[src/cct_defs.vh]
`ifndef CCT_DEFS_VH
`define CCT_DEFS_VH

// ----------------------------------------------------------------
// Register indices (byte address is four times the index)
// ----------------------------------------------------------------
`define CCT_IDX_CLK_EN    16'hFF16
`define CCT_IDX_RUN_CTL   16'hFF40
`define CCT_IDX_DATA_LO   16'hFF41
`define CCT_IDX_DATA_HI   16'hFF42
`define CCT_IDX_MASK_FAST 16'hFFEE
`define CCT_IDX_MASK_SLOW 16'hFFEF
`define CCT_IDX_FLAG_FAST 16'hFFFE
`define CCT_IDX_FLAG_SLOW 16'hFFFF
`define CCT_IDX_IRQ_STAT  16'h0100
`define CCT_IDX_IRQ_CLR   16'h0101
`define CCT_IDX_IRQ_EN    16'h0102

// ----------------------------------------------------------------
// Field positions
// ----------------------------------------------------------------
`define CCT_BIT_GATE  0
`define CCT_BIT_RUN   0
`define CCT_BIT_CLEAR 1

// ----------------------------------------------------------------
// Reset values
// ----------------------------------------------------------------
`define CCT_RST_GATE  1'b0
`define CCT_RST_RUN   1'b0
`define CCT_RST_COUNT 8'h00
`define CCT_RST_MASK  8'h00
`define CCT_RST_FLAG  8'h00

// ----------------------------------------------------------------
// Timing
// ----------------------------------------------------------------
`define CCT_CRYSTAL_HZ 32768
`define CCT_PRESCALE   128
`define CCT_COUNT_HZ   256

// ----------------------------------------------------------------
// Bus answers
// ----------------------------------------------------------------
`define CCT_RESP_OKAY   2'h0
`define CCT_RESP_SLVERR 2'h2

`endif

[src/cct_edge_sync.v]
`timescale 1ns/1ps

module cct_edge_sync (
    input wire aclk,
    input wire aresetn,
    input wire async_in,
    output reg rise_q
);

    // ------------------------------------------------------------
    // Two-flop synchroniser, then rising-edge detect
    // ------------------------------------------------------------
    reg meta_q;
    reg sync_q;
    reg prev_q;

    always @(posedge aclk) begin
        if (!aresetn) begin
            meta_q <= 1'b0;
            sync_q <= 1'b0;
            prev_q <= 1'b0;
            rise_q <= 1'b0;
        end else begin
            meta_q <= async_in;
            sync_q <= meta_q;
            prev_q <= sync_q;
            rise_q <= sync_q & ~prev_q;
        end
    end

endmodule // cct_edge_sync

[src/cct_timer.v]
// The AXI4-Lite slave port was decided locally.
`timescale 1ns/1ps
`include "cct_defs.vh"

module cct_timer #(
    parameter ADDR_W = 18,
    parameter PRESCALE = `CCT_PRESCALE
) (
    input wire aclk,
    input wire aresetn,
    input wire crystal_oscillator,
    input wire [ADDR_W-1:0] s_axi_awaddr,
    input wire [2:0] s_axi_awprot,
    input wire s_axi_awvalid,
    output reg s_axi_awready,
    input wire [31:0] s_axi_wdata,
    input wire [3:0] s_axi_wstrb,
    input wire s_axi_wvalid,
    output reg s_axi_wready,
    output reg [1:0] s_axi_bresp,
    output reg s_axi_bvalid,
    input wire s_axi_bready,
    input wire [ADDR_W-1:0] s_axi_araddr,
    input wire [2:0] s_axi_arprot,
    input wire s_axi_arvalid,
    output reg s_axi_arready,
    output reg [31:0] s_axi_rdata,
    output reg [1:0] s_axi_rresp,
    output reg s_axi_rvalid,
    input wire s_axi_rready,
    output reg irq_q
);

    // ------------------------------------------------------------
    // Functions
    // ------------------------------------------------------------
    function [15:0] reg_index;
        input [ADDR_W-1:0] addr;
        begin
            reg_index = addr[17:2];
        end
    endfunction

    function known_index;
        input [15:0] idx;
        begin
            case (idx)
                `CCT_IDX_CLK_EN, `CCT_IDX_RUN_CTL, `CCT_IDX_DATA_LO,
                `CCT_IDX_DATA_HI, `CCT_IDX_MASK_FAST, `CCT_IDX_MASK_SLOW,
                `CCT_IDX_FLAG_FAST, `CCT_IDX_FLAG_SLOW, `CCT_IDX_IRQ_STAT,
                `CCT_IDX_IRQ_CLR, `CCT_IDX_IRQ_EN: known_index = 1'b1;
                default: known_index = 1'b0;
            endcase
        end
    endfunction

    function [6:0] prescale_last;
        input [31:0] ratio;
        reg [31:0] last;
        begin
            last = ratio - 32'h00000001;
            prescale_last = last[6:0];
        end
    endfunction

    function [7:0] tap_falls;
        input [7:0] old_bits;
        input [7:0] new_bits;
        begin
            tap_falls = old_bits & ~new_bits;
        end
    endfunction

    // ------------------------------------------------------------
    // State
    // ------------------------------------------------------------
    reg timer_clock_gate_q;
    reg count_run_q;
    reg [7:0] count_bits_q;
    reg [7:0] count_bits_d;
    reg [3:0] hi_latch_q;
    reg [7:0] tick_irq_mask_q;
    reg [7:0] tick_irq_flag_q;
    reg [7:0] tick_irq_flag_d;
    reg [6:0] prescale_q;
    reg [6:0] prescale_d;
    reg tick_256_q;
    reg [7:0] tap_fall_q;

    reg aw_full_q;
    reg [15:0] aw_idx_q;
    reg w_full_q;
    reg [31:0] w_data_q;
    reg [3:0] w_strb_q;

    wire crystal_rise;
    wire aw_take;
    wire w_take;
    wire wr_do;
    wire wr_lane0;
    wire ar_take;
    wire [15:0] ar_idx;
    wire count_step;
    wire count_clear;
    wire prescale_wrap;
    wire lo_read;
    reg [7:0] flag_clr;
    reg [31:0] rd_value;

    // ------------------------------------------------------------
    // Crystal clock synchroniser
    // ------------------------------------------------------------
    cct_edge_sync u_sync (
        .aclk(aclk),
        .aresetn(aresetn),
        .async_in(crystal_oscillator),
        .rise_q(crystal_rise)
    );

    // ------------------------------------------------------------
    // Prescaler: one tick per PRESCALE crystal periods (128 by default)
    // ------------------------------------------------------------
    assign prescale_wrap = crystal_rise &&
        (prescale_q == prescale_last(PRESCALE));

    always @* begin
        prescale_d = prescale_q;
        if (prescale_wrap) begin
            prescale_d = 7'h00;
        end else if (crystal_rise) begin
            prescale_d = prescale_q + 7'h01;
        end
    end

    always @(posedge aclk) begin
        if (!aresetn) begin
            prescale_q <= 7'h00;
            tick_256_q <= 1'b0;
        end else begin
            prescale_q <= prescale_d;
            tick_256_q <= prescale_wrap;
        end
    end

    // ------------------------------------------------------------
    // Bus handshakes
    // ------------------------------------------------------------
    assign aw_take = s_axi_awvalid & s_axi_awready;
    assign w_take = s_axi_wvalid & s_axi_wready;
    assign wr_do = aw_full_q & w_full_q & ~s_axi_bvalid;
    assign wr_lane0 = wr_do & w_strb_q[0];
    assign ar_take = s_axi_arvalid & s_axi_arready;
    assign ar_idx = reg_index(s_axi_araddr);

    always @(posedge aclk) begin
        if (!aresetn) begin
            s_axi_awready <= 1'b1;
            s_axi_wready <= 1'b1;
            s_axi_bvalid <= 1'b0;
            s_axi_bresp <= `CCT_RESP_OKAY;
            aw_full_q <= 1'b0;
            aw_idx_q <= 16'h0000;
            w_full_q <= 1'b0;
            w_data_q <= 32'h00000000;
            w_strb_q <= 4'h0;
        end else begin
            if (aw_take) begin
                aw_full_q <= 1'b1;
                aw_idx_q <= reg_index(s_axi_awaddr);
                s_axi_awready <= 1'b0;
            end
            if (w_take) begin
                w_full_q <= 1'b1;
                w_data_q <= s_axi_wdata;
                w_strb_q <= s_axi_wstrb;
                s_axi_wready <= 1'b0;
            end
            if (wr_do) begin
                s_axi_bvalid <= 1'b1;
                s_axi_bresp <= known_index(aw_idx_q) ? `CCT_RESP_OKAY :
                    `CCT_RESP_SLVERR;
            end
            if (s_axi_bvalid && s_axi_bready) begin
                s_axi_bvalid <= 1'b0;
                aw_full_q <= 1'b0;
                w_full_q <= 1'b0;
                s_axi_awready <= 1'b1;
                s_axi_wready <= 1'b1;
            end
        end
    end

    // ------------------------------------------------------------
    // Control registers
    // ------------------------------------------------------------
    assign count_clear = wr_lane0 && (aw_idx_q == `CCT_IDX_RUN_CTL) &&
        w_data_q[`CCT_BIT_CLEAR];

    always @(posedge aclk) begin
        if (!aresetn) begin
            timer_clock_gate_q <= `CCT_RST_GATE;
            count_run_q <= `CCT_RST_RUN;
            tick_irq_mask_q <= `CCT_RST_MASK;
        end else if (wr_lane0) begin
            case (aw_idx_q)
                `CCT_IDX_CLK_EN: begin
                    timer_clock_gate_q <= w_data_q[`CCT_BIT_GATE];
                end
                `CCT_IDX_RUN_CTL: begin
                    count_run_q <= w_data_q[`CCT_BIT_RUN];
                end
                `CCT_IDX_MASK_FAST: begin
                    tick_irq_mask_q[3:0] <= w_data_q[3:0];
                end
                `CCT_IDX_MASK_SLOW: begin
                    tick_irq_mask_q[7:4] <= w_data_q[3:0];
                end
                `CCT_IDX_IRQ_EN: begin
                    tick_irq_mask_q <= w_data_q[7:0];
                end
                default: begin
                    timer_clock_gate_q <= timer_clock_gate_q;
                end
            endcase
        end
    end

    // ------------------------------------------------------------
    // Counter
    // ------------------------------------------------------------
    assign count_step = tick_256_q & timer_clock_gate_q & count_run_q;

    always @* begin
        count_bits_d = count_bits_q;
        if (count_clear) begin
            count_bits_d = `CCT_RST_COUNT;
        end else if (count_step) begin
            count_bits_d = count_bits_q + 8'h01;
        end
    end

    always @(posedge aclk) begin
        if (!aresetn) begin
            count_bits_q <= `CCT_RST_COUNT;
            tap_fall_q <= 8'h00;
        end else begin
            count_bits_q <= count_bits_d;
            tap_fall_q <= (count_clear || !count_step) ? 8'h00 :
                tap_falls(count_bits_q, count_bits_d);
        end
    end

    // ------------------------------------------------------------
    // High nibble latch
    // ------------------------------------------------------------
    assign lo_read = ar_take && (ar_idx == `CCT_IDX_DATA_LO);

    always @(posedge aclk) begin
        if (!aresetn) begin
            hi_latch_q <= 4'h0;
        end else if (lo_read) begin
            hi_latch_q <= count_bits_q[7:4];
        end
    end

    // ------------------------------------------------------------
    // Interrupt flags
    // ------------------------------------------------------------
    always @* begin
        flag_clr = 8'h00;
        if (wr_lane0) begin
            case (aw_idx_q)
                `CCT_IDX_FLAG_FAST: flag_clr = {4'h0, w_data_q[3:0]};
                `CCT_IDX_FLAG_SLOW: flag_clr = {w_data_q[3:0], 4'h0};
                `CCT_IDX_IRQ_CLR: flag_clr = w_data_q[7:0];
                default: flag_clr = 8'h00;
            endcase
        end
        tick_irq_flag_d = (tick_irq_flag_q & ~flag_clr) | tap_fall_q;
    end

    always @(posedge aclk) begin
        if (!aresetn) begin
            tick_irq_flag_q <= `CCT_RST_FLAG;
            irq_q <= 1'b0;
        end else begin
            tick_irq_flag_q <= tick_irq_flag_d;
            irq_q <= |(tick_irq_flag_d & tick_irq_mask_q);
        end
    end

    // ------------------------------------------------------------
    // Read path
    // ------------------------------------------------------------
    always @* begin
        rd_value = 32'h00000000;
        case (ar_idx)
            `CCT_IDX_CLK_EN: rd_value[`CCT_BIT_GATE] = timer_clock_gate_q;
            `CCT_IDX_RUN_CTL: rd_value[`CCT_BIT_RUN] = count_run_q;
            `CCT_IDX_DATA_LO: rd_value[3:0] = count_bits_q[3:0];
            `CCT_IDX_DATA_HI: rd_value[3:0] = hi_latch_q;
            `CCT_IDX_MASK_FAST: rd_value[3:0] = tick_irq_mask_q[3:0];
            `CCT_IDX_MASK_SLOW: rd_value[3:0] = tick_irq_mask_q[7:4];
            `CCT_IDX_FLAG_FAST: rd_value[3:0] = tick_irq_flag_q[3:0];
            `CCT_IDX_FLAG_SLOW: rd_value[3:0] = tick_irq_flag_q[7:4];
            `CCT_IDX_IRQ_STAT: rd_value[7:0] = tick_irq_flag_q;
            `CCT_IDX_IRQ_EN: rd_value[7:0] = tick_irq_mask_q;
            default: rd_value = 32'h00000000;
        endcase
    end

    always @(posedge aclk) begin
        if (!aresetn) begin
            s_axi_arready <= 1'b1;
            s_axi_rvalid <= 1'b0;
            s_axi_rdata <= 32'h00000000;
            s_axi_rresp <= `CCT_RESP_OKAY;
        end else begin
            if (ar_take) begin
                s_axi_arready <= 1'b0;
                s_axi_rvalid <= 1'b1;
                s_axi_rdata <= rd_value;
                s_axi_rresp <= known_index(ar_idx) ? `CCT_RESP_OKAY :
                    `CCT_RESP_SLVERR;
            end else if (s_axi_rvalid && s_axi_rready) begin
                s_axi_rvalid <= 1'b0;
                s_axi_arready <= 1'b1;
            end
        end
    end

endmodule // cct_timer

[config.mk]
export PLATFORM = sky130hd
export DESIGN_NAME = cct_timer
export DESIGN_NICKNAME = d
export VERILOG_FILES = /design/src/cct_edge_sync.v /design/src/cct_timer.v
export VERILOG_INCLUDE_DIRS = /design/src /design/src/src
export SDC_FILE = /design/constraint.sdc
export NUM_CORES = 1
export LEC_CHECK = 0
export BUFFER_PORTS_ARGS = -buffer_cell sky130_fd_sc_hd__buf_2
export CAP_MARGIN = 20
export CORE_ASPECT_RATIO = 1.2
export CORE_MARGIN = 2
export CORE_UTILIZATION = 56
export DETAILED_ROUTE_END_ITERATION = 7
export GPL_ROUTABILITY_DRIVEN = 0
export PLACE_DENSITY = 0.86
export RECOVER_POWER = 100
export SLEW_MARGIN = 20
export SYNTH_ARGS = -nofsm -noshare
export SYNTH_HDL_FRONTEND = slang
export SYNTH_SLANG_ARGS = --single-unit
[constraint.sdc]
create_clock -name aclk -period 4.9 [get_ports aclk]
set_input_delay 0.98 -clock aclk [delete_from_list [all_inputs] [get_ports aclk]]
set_output_delay 0.98 -clock aclk [all_outputs]
set_load 0.01 [all_outputs]
---- Word-level counts from Yosys, hierarchy flattened ----
Cells that the tools add are included.
cells by class
  divide/modulo/power cells ............... 0
  bitwise logic cells ..................... 18
  multipliers ............................. 0
  $add $sub $neg .......................... 2
  reductions and logical operators ........ 23
  magnitude comparators ................... 0
  multiplexer cells ....................... 20
  equality and inequality tests ........... 23
  shifts and indexed selects .............. 0
operator list
  operator                number
  $eq A16 B16 Y1 const B  16
  $eq A16 B9 Y1 const B   6
  $and A8 B8 Y8           3
  $mux W8                 3
  $pmux W8 S3             1
  $reduce_or A11 Y1       2
  $pmux W3 S6             1
  $not A8 Y8              2
  $pmux W4 S2             2
  $reduce_or A2 Y1        6
  $mux W1                 10
  $and A1 B1 Y1           9
  $add A8 B1 Y8 const B   1
  $or A8 B8 Y8            1
  $pmux W1 S8             1
  $reduce_and A2 Y1       4
  $reduce_or A8 Y1        1
  $add A7 B1 Y7 const B   1
  $eq A7 B7 Y1 const B    1
  $logic_and A1 B1 Y1     6
  $mux W2                 2
  $reduce_bool A2 Y1      2
  $not A1 Y1              3
  $logic_not A1 Y1        1
  $logic_or A1 B1 Y1      1
word-level totals
  memories kept ........................... 0
  bits in latches ......................... 0
  output and inout port bits .............. 42
  RAM bits ................................ 0
  register bits after elaboration ......... 95
  bits in read-only memories .............. 0
  word-level logic and storage cells ...... 114

---- Logic depth before layout (Yosys ltp) ----
  depth in word-level cells ............... 9
  mapped depth ............................ 7
  mapped depth without buffers ............ 6

---- By module ----
From an unflattened synthesis, not the netlist that was laid out.
unflattened totals
  cell total of the unflattened synthesis .. 532
  area total of the unflattened synthesis .. 4489.3 µm²
modules (own cells, without submodules)
  module         area an instance (µm²)  times used  cells each
  cct_timer      4377.9                  1           524
  cct_edge_sync  111.4                   1           8

---- Worst setup path before layout ----
Ideal clock, no wire load.
  path type ............................... in2reg
  from .................................... input port s_axi_araddr[6]
  to ...................................... register hi_latch_q[0]
  buffers on the path ..................... 1
  path slack .............................. 2.368 ns
  library setup time ...................... 0.128 ns
  required time ........................... 4.772 ns
  data arrival time ....................... 2.404 ns
  cell stages on the path ................. 7
  cell sequence ........................... buf_2 > or4b_1 > nor3_1 > nand2_1 > nor2_2 > mux2i_1 > nor2_1
between the ends
  longest elaborated chain between the ends .. 2
ends and longest elaborated chain
  item                  line             source
  from (decl)           cct_timer.v:23   input wire [ADDR_W-1:0] s_axi_araddr,
  $eq A16 B16 Y1        -
  $logic_and A1 B1 Y1   cct_timer.v:256  assign lo_read = ar_take && (ar_idx == `CCT_IDX_DATA_LO);
  to (signal assigned)  cct_timer.v:262  hi_latch_q <= count_bits_q[7:4];
  to (decl)             cct_timer.v:81   reg [3:0] hi_latch_q;
No other way between the ends.
A chain may end at the register's enable or synchronous reset.

---- Worst setup path after layout ----
  from .................................... input port aresetn
  to ...................................... register s_axi_wready
between the ends
  longest elaborated chain between the ends .. 2
ends and longest elaborated chain
  item                        line             source
  from (decl)                 cct_timer.v:10   input wire aresetn,
  $not A1 Y1 (no line)        -
  $reduce_or A2 Y1 (no line)  -
  to (signal assigned)        cct_timer.v:158  s_axi_wready <= 1'b1;
  to (signal assigned)        cct_timer.v:176  s_axi_wready <= 1'b0;
  to (signal assigned)        cct_timer.v:188  s_axi_wready <= 1'b1;
  to (decl)                   cct_timer.v:19   output reg s_axi_wready,
No other way between the ends.

==> results.py <==
metrics = {
    "outcome": {
        "outcome": "complete, but fails checks",
        "violations": "capacitance limit, slew limit",
    },
    "sta": {
        "setup_viol": 0,
        "fin_skew_ns": 0.00681,
        "summed_negative_setup_slack_over_all_endpoints_ns": 0,
        "period_minus_slack_ns": 2.88,
        "period_utilization_post_route": 0.588,
        "finalMaxSlewViolations": 55,
        "fmax_mhz": 347,
        "fin_ws_ns": 2.02,
        "grt_setup_unrepaired": "false",
        "worst-slew-pin-transition_ns": 1.61,
        "relative_max_transition_margin": -0.0726,
        "hold-worst-slack_ns": 0.388,
        "finalHoldViolations": 0,
    },
    "critical_path": {
        "worst_endpoint_required_time_ns": 5.12,
        "worstSetupStartpoint": "aresetn",
        "worst_r2r_path_depth": 6,
        "crit_path_end_kind": "flip-flop",
        "critical-path-max-stage-delay_ns": 0.87,
        "crit_path_cell_trace": "clkbuf_1 > inv_1 > a21oi_1 > o21ai_0",
        "arrival_ns": 3.11,
        "max_stage_delay_cell_worst_path": "sky130_fd_sc_hd__inv_1",
        "timing.critical_path.max_delay_family": "buffers and inverters",
        "setup.worst_path.class": "in2reg",
        "cp.depth": 4,
        "reg2reg_to": "irq_q",
        "timing.reg2reg.setup_slack_ns": 2.44,
        "worst_setup_path_endpoint": "s_axi_wready",
        "path_buf_inv": 2,
        "r2r_start": "aw_idx_q[3]",
        "cp-start-kind": "input pin",
        "cp_max_fo": 54,
    },
    "cts": {
        "cts_buffer_depth": 2,
        "root_buffer": "sky130_fd_sc_hd__clkbuf_8",
        "cts_max_level": 3,
        "clk_pin_slew_ns": 0.09,
        "postCtsSetupBuffers": 0,
        "insertion_delay_of_the_later_clocked_pin_in_the_worst_skew_pair_ns": 0.36,
        "cts-buffers-inserted": 9,
        "cts_tree": "done",
        "clock_sink_count": 93,
        "post_cts_resize_count": 0,
        "postCtsHoldBufs": 0,
    },
    "floorplan": {
        "core_um2": 7580,
        "dieHeight_um": 100,
        "floorplan.die_area_um2": 8400,
        "top_level_i_o_count": 128,
        "initial_core_util": 0.568,
        "site_rows": 35,
        "dieWidth_um": 84.0,
    },
    "synth": {
        "synth_warnings": 0,
        "synth_top_family_by_area": "simple AND/OR/NAND/NOR gates",
        "synthDominantCellAreaShare": 0.433,
        "post_synth_and_or_nand_nor_area_fraction": 0.253,
        "post_synth_mux_area_share": 0.0686,
        "synthesized_area_fraction_occupied_by_adder_cells": 0.00582,
        "async_reset_ff_frac": 0,
        "synth_cell_type_count": 55,
        "synth.area.top_cells": "sky130_fd_sc_hd__dfxtp_1, sky130_fd_sc_hd__nand2_1, sky130_fd_sc_hd__mux2i_1, sky130_fd_sc_hd__buf_4, sky130_fd_sc_hd__nor2_1",
        "synth_edf_count": 0,
        "yosysSeqAreaShare": 0.433,
        "syn_avg_cell_area_um2": 8.37,
        "dominantRegCellSynth": "sky130_fd_sc_hd__dfxtp_1",
        "yosys_register_bits": 93,
        "post_synth_inst_count": 514,
        "synth.cell_area_um2": 4300,
        "compound_gate_fraction_of_synth_area": 0.128,
        "synth_top_area_cell": "sky130_fd_sc_hd__dfxtp_1",
        "synth_xor_area_frac": 0.0265,
    },
    "placement": {
        "place.port_buffers": 64,
        "pre_cts_ws_ns": 2.09,
        "placed_cell_area_um2": 4540,
        "detailed_place_hpwl_um": 7010,
    },
    "cells_and_area": {
        "syn_to_final_growth_pct": 9.51,
        "drive_gt1_frac": 0.129,
        "final_common_cell": "sky130_fd_sc_hd__dfxtp_1",
        "diodes": 0,
        "finalInstanceArea_um2": 4710,
        "layout_common_cells": "sky130_fd_sc_hd__dfxtp_1, sky130_fd_sc_hd__nand2_1, sky130_fd_sc_hd__nor2_1",
        "final_net_count": 657,
    },
    "global_route": {
        "first_global_vias": 3586,
        "gr-total-overflow": 0,
        "grt_antenna_before_repair": 0,
        "grt_pass1_wl_um": 15600,
        "globalRouteTotalUtil": 0.228,
        "maximum_number_of_pins_on_one_net_before_global_route_repair": 55,
    },
    "detailed_routing": {
        "first_iter_violations": 342,
        "vias_per_cell": 5.61,
        "routed_wirelength_um": 9340,
        "detail_route.first_pass.iterations": 5,
        "drc_errors": 0,
        "vias": 3735,
        "antenna_violating_nets_post_route": 0,
        "route.detailed.wl_per_inst_um": 14.0,
    },
    "pwr": {
        "power.ir.vdd_worst_uv": 235,
        "power_density_nw_per_um2": 301,
        "totalPowerFinal_mw": 1.42,
        "power.static_leakage_nw": 1.92,
    },
    "worst_hold_path": {
        "min-delay-path-class": "reg2reg",
    },
    "flow_run": {
        "number_of_violations_of_the_max_capacitance_limit": 1,
    },
}
[cells in the mapped netlist (all sizes together), types with 3 or more instances]
| cell | number |
|---|---|
| nand4 | 11 |
| o21a | 4 |
| xnor2 | 7 |
| and4 | 6 |
| nor4 | 7 |
| a21oi | 38 |
| o22ai | 3 |
| dfxtp | 93 |
| mux2i | 25 |
| o221ai | 3 |
| a221oi | 5 |
| nor3 | 9 |
| nand2 | 84 |
| buf | 28 |
| clkbuf | 15 |
| a22oi | 4 |
| and2 | 13 |
| xor2 | 6 |
| mux2 | 4 |
| o21ai | 21 |
| or4b | 3 |
| nor2 | 52 |
| or4 | 3 |
| nand3 | 9 |
| inv | 19 |
| and3 | 12 |
| nor2b | 3 |
| a31oi | 7 |
[power by group]
group / total, mW / switching, mW / internal, mW
Clock: 0.506 / 0.257 / 0.249
Sequential: 0.799 / 0.0227 / 0.777
Combinational: 0.114 / 0.0705 / 0.0431
Total: 1.42 / 0.350 / 1.07
[flip-flops by register name, indices dropped and copies added, names as in the netlist, 4 cells and up]
| signal | cells |
|---|---|
| tap_fall_q | 8 |
| tick_irq_flag_q | 8 |
| hi_latch_q | 4 |
| aw_idx_q | 16 |
| w_data_q | 8 |
| count_bits_q | 8 |
| tick_irq_mask_q | 8 |
| prescale_q | 7 |
| s_axi_rdata | 8 |
[per-layer routing]
metal  track usage  wire, um  vias up
li1              -         -     1841
met1         0.252      3790     1710
met2         0.413      4730      151
met3        0.0370       510       33
met4         0.134       311        0
met5             0         0        -
[cells by family after synthesis]
group	Yosys count
buf+inv	64
mux	29
xor+xnor	13
simple gates	221
flops	93
fa+ha+maj	2
other cells	1
compound gates	91
[area by class of cell]
type / instances / area, um2
Multi-Input combinational cell: 382 / 2170
Timing Repair Buffer: 64 / 298
Fill cell: 643 / 2870
Inverter: 19 / 71.3
Sequential cell: 93 / 1860
Tap cell: 92 / 115
Clock inverter: 4 / 47.5
Clock buffer: 12 / 145
[worst min-delay path by stage]
| stage | start | endpoint | slack [ns] | cells past startpoint |
|---|---|---|---|---|
| floorplan | u_sync.prev_q | u_sync.rise_q | 0.37 | 1 |
| global placement | u_sync.prev_q | u_sync.rise_q | 0.38 | 1 |
| detailed placement | u_sync.prev_q | u_sync.rise_q | 0.38 | 1 |
| CTS | u_sync.prev_q | u_sync.rise_q | 0.39 | 1 |
| global route | u_sync.prev_q | u_sync.rise_q | 0.40 | 1 |
| finish | u_sync.prev_q | u_sync.rise_q | 0.39 | 1 |
[metrics by stage]
step,std cells,util
2_1_floorplan,539,-
6_report,666,0.622
4_1_cts,666,0.625
3_5_place_dp,650,0.599
5_1_grt,666,0.622
3_3_place_gp,650,0.599
No activity file was read; power rests on OpenSTA's default activity.
